## src/verilog/skip_sub_pkg.sv

```systemverilog
// constants, types and helpers for the skip, subtract and swap execution block
// Notes on behaviour
// - a bit-test skip skips the next instruction when the chosen bit of the memory byte is one, and leaves every flag alone.
// - a byte skip skips the next instruction when the memory byte is nonzero, else carries on, and leaves every flag alone.
// - a taken skip costs two instruction cycles, the second being a dummy cycle in place of the skipped instruction.
// - subtract-into-working-register puts working register minus memory byte into the working register.
// - on every subtraction carry is cleared when the difference is negative and set when it is zero or positive.
// - every subtraction updates signed range, zero, half borrow, carry, signed chain and chained null flags.
// - subtract-into-memory writes working register minus memory byte back to that same memory byte.
// - subtract-immediate puts working register minus the instruction constant into the working register.
// - nibble exchange swaps bits 3..0 with bits 7..4 of the memory byte in place and touches no flag.
package skip_sub_pkg;

	localparam int DATA_W     = 8;
	localparam int BIT_SEL_W  = 3;
	localparam int NIB_W      = 4;
	localparam int NIB_LO_MSB = 3;
	localparam int NIB_HI_LSB = 4;
	localparam int NIB_HI_MSB = 7;

	localparam logic [DATA_W-1:0] WREG_RESET = 8'h00;
	localparam logic [DATA_W-1:0] ZERO_BYTE  = 8'h00;
	localparam logic              FLAG_RESET = 1'b0;

	typedef enum logic [2:0] {
		OP_NONE        = 3'b000,
		OP_SKIP_BIT    = 3'b001,
		OP_SKIP_BYTE   = 3'b010,
		OP_MINUS_ACC   = 3'b011,
		OP_MINUS_MEM   = 3'b100,
		OP_MINUS_IMM   = 3'b101,
		OP_SWAP_NIBBLE = 3'b110
	} op_t;

	typedef enum logic {
		ST_RUN   = 1'b0,
		ST_DUMMY = 1'b1
	} exec_state_t;

	function automatic logic [DATA_W-1:0] swap_nibbles(input logic [DATA_W-1:0] b);
		swap_nibbles = {b[NIB_LO_MSB:0], b[NIB_HI_MSB:NIB_HI_LSB]};
	endfunction

	function automatic logic is_minus(input op_t op);
		is_minus = (op == OP_MINUS_ACC) || (op == OP_MINUS_MEM) || (op == OP_MINUS_IMM);
	endfunction

	function automatic logic is_skip(input op_t op);
		is_skip = (op == OP_SKIP_BIT) || (op == OP_SKIP_BYTE);
	endfunction

endpackage

```

## src/verilog/minus_link_if.sv

```systemverilog
// operands and results passed between the executor and its subtractor
`timescale 1ns/1ps
`default_nettype none
interface minus_link_if;
	logic [7:0] minuend;
	logic [7:0] subtrahend;
	logic [7:0] diff;
	logic       carry;
	logic       zero;
	logic       signed_range;
	logic       half_borrow;
	logic       signed_chain;
	logic       chained_null;

	modport calc (
		input  minuend,
		input  subtrahend,
		output diff,
		output carry,
		output zero,
		output signed_range,
		output half_borrow,
		output signed_chain,
		output chained_null
	);

	modport user (
		output minuend,
		output subtrahend,
		input  diff,
		input  carry,
		input  zero,
		input  signed_range,
		input  half_borrow,
		input  signed_chain,
		input  chained_null
	);
endinterface
`default_nettype wire

```

## src/verilog/minus_flags.sv

```systemverilog
// eight-bit subtractor with its status flag terms
`timescale 1ns/1ps
`default_nettype none
module minus_flags
	import skip_sub_pkg::*;
(
	minus_link_if.calc lnk
);
	logic [DATA_W:0] full;
	logic [NIB_W:0]  low;

	always_comb begin
		full = {1'b0, lnk.minuend} - {1'b0, lnk.subtrahend};
		low  = {1'b0, lnk.minuend[NIB_LO_MSB:0]} - {1'b0, lnk.subtrahend[NIB_LO_MSB:0]};
	end

	assign lnk.diff         = full[DATA_W-1:0];
	// borrow out of bit 7 means a negative difference
	assign lnk.carry        = ~full[DATA_W];
	assign lnk.zero         = (full[DATA_W-1:0] == ZERO_BYTE);
	// operands of unlike sign and result sign unlike the minuend
	assign lnk.signed_range = (lnk.minuend[DATA_W-1] != lnk.subtrahend[DATA_W-1])
	                          && (full[DATA_W-1] != lnk.minuend[DATA_W-1]);
	assign lnk.half_borrow  = ~low[NIB_W];
	// signed greater-or-equal, same sense as carry
	assign lnk.signed_chain = ~(lnk.signed_range ^ full[DATA_W-1]);
	assign lnk.chained_null = (full[DATA_W-1:0] == ZERO_BYTE);
endmodule
`default_nettype wire

```

## src/verilog/skip_subtract_swap_exec.sv

```systemverilog
// executes byte/bit skip-if-nonzero, three subtractions and nibble swap
`timescale 1ns/1ps
`default_nettype none
module skip_subtract_swap_exec
	import skip_sub_pkg::*;
(
	input  wire logic                 ref_clk,
	input  wire logic                 nrst,
	input  wire logic                 op_valid,
	input  wire op_t                  op_code,
	input  wire logic [BIT_SEL_W-1:0] bit_sel,
	input  wire logic [DATA_W-1:0]    imm_value,
	input  wire logic [DATA_W-1:0]    mem_rdata,
	input  wire logic                 wreg_load,
	input  wire logic [DATA_W-1:0]    wreg_load_value,
	output logic                      op_ready,
	output logic                      dummy_cycle,
	output logic                      mem_we,
	output logic [DATA_W-1:0]         mem_wdata,
	output logic [DATA_W-1:0]         working_register,
	output logic                      carry_flag,
	output logic                      zero_flag,
	output logic                      signed_range_flag,
	output logic                      half_borrow_flag,
	output logic                      signed_chain_flag,
	output logic                      chained_null_flag
);

	// ************************************************************
	// issue and operand selection
	// ************************************************************
	exec_state_t state_reg;
	exec_state_t state_next;
	logic        accept;
	logic        skip_taken;
	logic        minus_op;

	minus_link_if lnk ();

	minus_flags u_minus (
		.lnk (lnk.calc)
	);

	// an instruction is taken only while no dummy cycle is pending
	assign accept   = op_valid && op_ready;
	assign minus_op = is_minus(op_code);

	assign lnk.minuend    = working_register;
	assign lnk.subtrahend = (op_code == OP_MINUS_IMM) ? imm_value : mem_rdata;

	always_comb begin
		case (op_code)
			OP_SKIP_BIT:  skip_taken = mem_rdata[bit_sel];
			OP_SKIP_BYTE: skip_taken = (mem_rdata != ZERO_BYTE);
			default:      skip_taken = 1'b0;
		endcase
	end

	// ************************************************************
	// skip sequencing
	// ************************************************************
	always_comb begin
		case (state_reg)
			ST_RUN:   state_next = (accept && skip_taken) ? ST_DUMMY : ST_RUN;
			ST_DUMMY: state_next = ST_RUN;
			default:  state_next = ST_RUN;
		endcase
	end

	always_ff @(posedge ref_clk or negedge nrst) begin
		if (!nrst) begin
			state_reg   <= ST_RUN;
			op_ready    <= 1'b0;
			dummy_cycle <= 1'b0;
		end else begin
			state_reg   <= state_next;
			// dummy cycle replaces the skipped instruction
			op_ready    <= (state_next == ST_RUN);
			dummy_cycle <= (state_next == ST_DUMMY);
		end
	end

	// ************************************************************
	// working register
	// ************************************************************
	always_ff @(posedge ref_clk or negedge nrst) begin
		if (!nrst) begin
			working_register <= WREG_RESET;
		end else if (accept && ((op_code == OP_MINUS_ACC) || (op_code == OP_MINUS_IMM))) begin
			working_register <= lnk.diff;
		end else if (wreg_load && !(accept && minus_op)) begin
			working_register <= wreg_load_value;
		end
	end

	// ************************************************************
	// data memory write-back
	// ************************************************************
	always_ff @(posedge ref_clk or negedge nrst) begin
		if (!nrst) begin
			mem_we    <= 1'b0;
			mem_wdata <= ZERO_BYTE;
		end else begin
			mem_we <= accept && ((op_code == OP_MINUS_MEM) || (op_code == OP_SWAP_NIBBLE));
			if (accept && (op_code == OP_MINUS_MEM)) begin
				mem_wdata <= lnk.diff;
			end else if (accept && (op_code == OP_SWAP_NIBBLE)) begin
				mem_wdata <= swap_nibbles(mem_rdata);
			end
		end
	end

	// ************************************************************
	// status flags
	// ************************************************************
	// skips and swaps leave every flag as it was
	always_ff @(posedge ref_clk or negedge nrst) begin
		if (!nrst) begin
			carry_flag        <= FLAG_RESET;
			zero_flag         <= FLAG_RESET;
			signed_range_flag <= FLAG_RESET;
			half_borrow_flag  <= FLAG_RESET;
			signed_chain_flag <= FLAG_RESET;
			chained_null_flag <= FLAG_RESET;
		end else if (accept && minus_op) begin
			carry_flag        <= lnk.carry;
			zero_flag         <= lnk.zero;
			signed_range_flag <= lnk.signed_range;
			half_borrow_flag  <= lnk.half_borrow;
			signed_chain_flag <= lnk.signed_chain;
			chained_null_flag <= lnk.chained_null;
		end
	end

	// ************************************************************
	// assertions
	// ************************************************************
	logic [5:0]        flag_vec;
	logic [DATA_W-1:0] exp_sub;
	logic              exp_ge;
	logic              exp_ovf;

	assign flag_vec = {carry_flag, zero_flag, signed_range_flag,
	                   half_borrow_flag, signed_chain_flag, chained_null_flag};
	assign exp_sub  = working_register - lnk.subtrahend;
	assign exp_ge   = (working_register >= lnk.subtrahend);
	assign exp_ovf  = ($signed(working_register) - $signed(lnk.subtrahend) > 127)
	                  || ($signed(working_register) - $signed(lnk.subtrahend) < -128);
endmodule
`default_nettype wire

```

## config.mk

```make
export PLATFORM = sky130hd
export DESIGN_NAME = skip_subtract_swap_exec
export DESIGN_NICKNAME = d
export VERILOG_FILES = /design/src/verilog/skip_sub_pkg.sv /design/src/verilog/minus_link_if.sv /design/src/verilog/minus_flags.sv /design/src/verilog/skip_subtract_swap_exec.sv
export SDC_FILE = /design/constraint.sdc
export NUM_CORES = 1
export LEC_CHECK = 0
export BUFFER_PORTS_ARGS = -buffer_cell sky130_fd_sc_hd__buf_2
export CAP_MARGIN = 10
export CORE_MARGIN = 4
export CORE_UTILIZATION = 45
export CTS_CLUSTER_DIAMETER = 60
export DETAILED_ROUTE_END_ITERATION = 8
export GPL_TIMING_DRIVEN = 0
export PLACE_DENSITY = 0.71
export RECOVER_POWER = 50
export SLEW_MARGIN = 20
export SYNTH_ARGS = -nofsm -noshare
export SYNTH_HDL_FRONTEND = slang
export SYNTH_SLANG_ARGS = --single-unit
```

## constraint.sdc

```tcl
create_clock -name ref_clk -period 6.3 [get_ports ref_clk]
set_clock_uncertainty 0.15 [all_clocks]
set_input_delay 0 -clock ref_clk [delete_from_list [all_inputs] [get_ports ref_clk]]
set_output_delay 0 -clock ref_clk [all_outputs]
set_load 0.005 [all_outputs]
```

[Yosys cells after proc, flatten, opt, wreduce, memory -nomap -nowiden]
Index checks and enable logic that the tools add are counted.
Storage, ports and cells
  logic and storage cells: 55
  output and inout port bits: 25
  flip-flop bits (word level): 24
  bits of input ports: 34
Operators by class
  reductions and logical operators: 18
  muxes and demuxes: 10
  eq/ne operators: 8
  order comparisons: 1
  $add $sub $neg: 2
  bitwise gates (word level): 6
Operators with widths (number)
  $mux W8: 5
  $eq A3 B3 Y1 const B: 3
  $logic_and A1 B1 Y1: 9
  $sub A8 B8 Y9: 1
  $logic_not A8 Y1: 1
  $reduce_bool A8 Y1: 1
  $eq A3 B2 Y1 const B: 2
  $not A1 Y1: 5
  $sub A4 B4 Y5: 1
  $logic_or A1 B1 Y1: 4
  $lt A3 B4 Y1 const B: 1
  $pmux W1 S2: 2
  $reduce_bool A2 Y1: 2
  $bmux W1 S3: 1
  $eq A3 B1 Y1 const B: 1
  $mux W1: 2
  $ne A1 B1 Y1: 2
  $logic_not A1 Y1: 1
  $xor A1 B1 Y1: 1

[Logic depth before layout (Yosys ltp)]
  depth after elaboration: 8
  gate-level depth with buffers: 15

[Hierarchy]
A second synthesis with hierarchy kept.
Second synthesis, totals
  cell total of the unflattened synthesis: 175
  area total of the unflattened synthesis: 1778.0 µm²
Modules (own cells, without submodules)
  skip_subtract_swap_exec: cells an instance 119, times used 1, area an instance 1365.1 µm², seq. area each 625.6 µm²
  minus_flags: cells an instance 56, times used 1, area an instance 412.9 µm², seq. area each 0.0 µm²

[Least setup slack after synthesis]
No wires, ideal clock.
  path kind: input to register
  start: input op_code[1]
  end: register chained_null_flag
  buffers on the path: 1
  data arrival time: 3.090 ns
  setup slack: 2.992 ns
  stages on the path: 15
  library setup time: 0.068 ns
  path through: buf_4 -> nor2b_1 -> nand2_1 -> mux2i_1 -> ha_1 -> nor2b_1 -> o31a_1 -> o221ai_1 -> nand2b_1 -> a21o_1 -> fa_1 -> nor2_1 -> nand3_1 -> nor4_1 -> a32o_1
Between the ends
  longest elaborated chain between the ends: 4
  elaborated cells on any way between the ends: 9
Ends and longest elaborated chain
  start: declaration: RTL line skip_subtract_swap_exec.sv:10  | input wire op_t op_code,
  $eq A3 B3 Y1 (tied with other cells): RTL line skip_sub_pkg.sv:45, skip_subtract_swap_exec.sv:49
  $mux W8 / $logic_or A1 B1 Y1 (equally long branches): RTL line skip_subtract_swap_exec.sv:49, skip_sub_pkg.sv:45
  $sub A8 B8 Y9 / $logic_or A1 B1 Y1 (equally long branches): RTL line minus_flags.sv:13, skip_sub_pkg.sv:45
  $logic_not A8 Y1 / $logic_and A1 B1 Y1 (equally long branches): RTL line minus_flags.sv:27, skip_subtract_swap_exec.sv:125
  end signal: assignment: RTL line skip_subtract_swap_exec.sv:131  | chained_null_flag <= lnk.chained_null;
  end: declaration: RTL line skip_subtract_swap_exec.sv:26  | output logic chained_null_flag
Parallel ways exist; a longest one is shown, timed or not.
A chain may end at the register's enable or synchronous reset.

[Final worst setup path]
  start: input op_code[2]
  end: register chained_null_flag
The elaborated chain is that of the path after synthesis.

==> summary.md <==
The die covers 4590 µm². In this run the critical register-to-register path is captured at chained_null_flag. Post-cts hold buffer count: 22.

For this run, the top clock speed supported by timing is 0.250 GHz. The post-synthesis instance area is 1610 µm². Timing analysis after detailed placement gives a worst setup slack of 2.55 ns.

The run gives 0 as the number of warnings reported in the yosys synthesis log. For this run, the slowest stage of the critical path takes 0.53 ns. The post-cts repair resize count is 0, and the total congestion overflow is 0.

The critical path is of the input pin to flop type. For the via count of the first global-routing pass, the log shows 1483. Top cell type by total area after synthesis: sky130_fd_sc_hd__dfrtp_1. The fraction of final layout cells with drive strength greater than 1 came out at 23.9%.

The post-DP HPWL is 3.35 mm. The run gives 0 as the setup-violating endpoint count in the final report. When the netlist entered floorplanning its net count stood at 205. Port buffering added 57 buffers.

The flop-to-flop setup slack was 3.14 ns. Cell repeated most along the worst path: sky130_fd_sc_hd__nor2b_1. The worst setup path is captured at a flop.

Across the run, the number of max-cap violations was 0. The leakage power summed over all cells is 1.09 nW. In the final layout, the registers with the most flip-flops are mem_wdata x8, working_register x8. The number of distinct library cells after synthesis was 40; the gate count after technology mapping was 161.

In this run the worst path has a maximum fanout of 8. At the end of the flow, the number of nets in the layout was 289. Top-level port count: 59. The critical path contains buffers and inverters numbering 2 combined. Counting along the longest clock path gives a buffer depth of 2. Once detail routing completed, the nets flagged for antenna violations numbered 0. The first global-routing pass estimated 6.96 mm of wire. The core region is 3390 µm². After synthesis the netlist holds a flip-flop and latch count of 24.

Walking the worst path, the cells encountered are dlygate4sd3_1 > buf_2 > nor2b_1 > nand2_1 > mux2i_1 > ha_1 > nor2b_1 > o31a_1 > o221ai_1 > nand2b_1 > a21o_1 > fa_1 > nor2_1 > nand3_1 > nor4_1 > a32o_1. The synthesized design contains 0 enable-type register cells. In this run the mean area of a mapped cell was 9.98 µm². The signal arrival time at the worst endpoint is 4.10 ns, and the CTS buffer count is 3.

The final hold violation count was 0; the H-tree depth was 1. Worst min-delay path category: input pin to flop. The total wire length came out at 4.34 mm. The most common cell in the synthesized netlist is sky130_fd_sc_hd__dfrtp_1. Final hold analysis gives a worst-case slack of 0.00616 ns. The worst path needs 3.99 ns of the cycle, external delays included. The run gives 289 as the post-route non-filler standard cell count. Counting flops with an async set or reset pin after synthesis yields a share of 100%. In this run the horizontal extent of the chip is 67.8 µm.

The number of antenna diodes in the final layout is 0. After detailed routing, the number of remaining DRC violations is 0. By count the netlist is led by sky130_fd_sc_hd__dfrtp_1 (24), sky130_fd_sc_hd__mux2i_1 (23), sky130_fd_sc_hd__nand2_1 (20), sky130_fd_sc_hd__o21ai_0 (15), sky130_fd_sc_hd__nor2_1 (9). The tools report the initial core utilization as 47.4%. The vertical extent of the die is 67.8 µm. By area the synthesized netlist is led by sky130_fd_sc_hd__dfrtp_1 (37%), sky130_fd_sc_hd__mux2i_1 (14%), sky130_fd_sc_hd__ha_1 (6.2%), sky130_fd_sc_hd__nand2_1 (4.7%), sky130_fd_sc_hd__o21ai_0 (4.7%). For the pin with the worst max-slew slack, the measured transition is 1.29 ns.

The setup TNS was 0 ns; the number of cells on the worst reg-to-reg path was 11. The initial antenna violation count was 0; the post-route clock period utilization was 63.4%. Cells fill 64.3% of the core in the end. At the later pin of the worst-skew pair, clock insertion delay measures 0.31 ns. The tools report the startpoint of the tightest hold check path as op_code[1]. The maximum number of pins on one net before global-route repair was 25. The worst register-to-register path begins at working_register[1]. The number of pins exceeding their max-slew limit in the final report is 0. Cell type group with the largest total delay on the critical path: simple AND/OR/NAND/NOR gates.

The row count came out at 21. Setup repair after global routing left no endpoint under its margin. After synthesis, flip-flops and latches occupy 37.4% of the total area. Of the post-synthesis cell area, the dominant cell type holds 37.4%. The DRC marker count from the first detailed-route iteration was 92; the number of cells traversed by the worst hold path was 3.

For this block, the via count after detailed routing is 1514. Before antenna repair, the detailed router went through 4 iterations. The worst-case hold path end point is op_ready.

At the worst endpoint, the required time is 6.41 ns. The placer's final routability congestion estimate came out at 0.800. The worst setup path is launched from an input pin. The ratio of total power to cell area was 256 nW/µm². Once placement completed, the tool counted placed cells totaling 264. The largest individual stage delay along the critical path comes from the cell sky130_fd_sc_hd__fa_1. For the post-CTS repair timing setup buffer count, the log shows 0.

Root buffer cell: sky130_fd_sc_hd__clkbuf_4. Relative max-transition margin: 14.1%. The area growth from synthesis to final layout is 35.7%.

Maximum resistive drop on vdd: 0.000116 V. Dividing the detail-routed via count by the number of cells gives 5.24. The layout has 300 filler cells. The run finished with clean final reports.

The clock net in this run drives a total of 24 sinks. After clock tree synthesis, the clock-pin slew on the worst setup and hold paths is 0.13 ns. The most used flip-flop cell after synthesis is sky130_fd_sc_hd__dfrtp_1.

Global routing used 20.3% of the available tracks across all layers. In the post-route analysis, the smallest setup slack over all paths is 2.31 ns. TritonCTS built the clock tree. Routed length per placed instance: 15.0 µm.
==> logic make-up after synthesis <==
family	share of synthesized area, %
fa+ha+maj	8.72
flops	37.4
mux	18.3
simple gates	15.0
buf+inv	2.80
compound gates	15.7
xor+xnor	2.18
==> where the power goes <==
part | switching [mW] | internal [mW]
logic | 0.143 | 0.129
clock network | 0.0440 | 0.0223
registers | 0.0272 | 0.192
==> worst min-delay path: stages <==
cell and delay [ns]:
sky130_fd_sc_hd__buf_4 0.14, sky130_fd_sc_hd__a21oi_1 0.16, sky130_fd_sc_hd__or4_1 0.13
==> metal layers <==
metal / global-route usage, % / share of wire (%) / vias up
li1: - / - / 761
met1: 26.1 / 43 / 709
met2: 36.0 / 50 / 42
met3: 2.00 / 5.7 / 2
met4: 5.32 / 0.48 / 0
met5: 0 / 0 / -
==> layout make-up <==
type                    instances  area (µm²)  share of cell area, %
flip-flops and latches         24         601                   27.5
clock buffers                   3        22.5                   1.03
well taps                      46        57.6                   2.64
inverters                       5        18.8                  0.861
plain buffers                   5        26.3                   1.20
repair buffers                 79         494                   22.7
multi-input cells             127         961                   44.1
==> worst max-delay path by stage <==
stage | start | to | slack [ns] | cells past startpoint
after floorplan | op_code[1] | chained_null_flag | 2.99 | 15
after global placement | op_code[2] | chained_null_flag | 2.57 | 15
after detailed placement | op_code[2] | chained_null_flag | 2.55 | 15
after CTS | op_code[2] | chained_null_flag | 2.34 | 16
after global routing | op_code[2] | chained_null_flag | 1.96 | 16
final | op_code[2] | chained_null_flag | 2.31 | 16
==> through the flow <==
stage / area [µm²] / power, mW
floorplan: 1610 / 0.386
global placement: 1950 / 0.480
detailed placement: 1950 / 0.487
CTS: 2190 / 0.564
global route: 2180 / 0.609
finish: 2180 / 0.558
==> layout by cell type (no fill, tap or decap), drive strengths merged, types with 5 or more instances in the layout <==
master,instances
ha,8
clkbuf,15
o21ai,15
inv,5
dfrtp,24
a21oi,8
nand2,21
dlygate4sd3,22
buf,50
mux2i,23
nor2,9
Power figures use the tool's default switching activity.
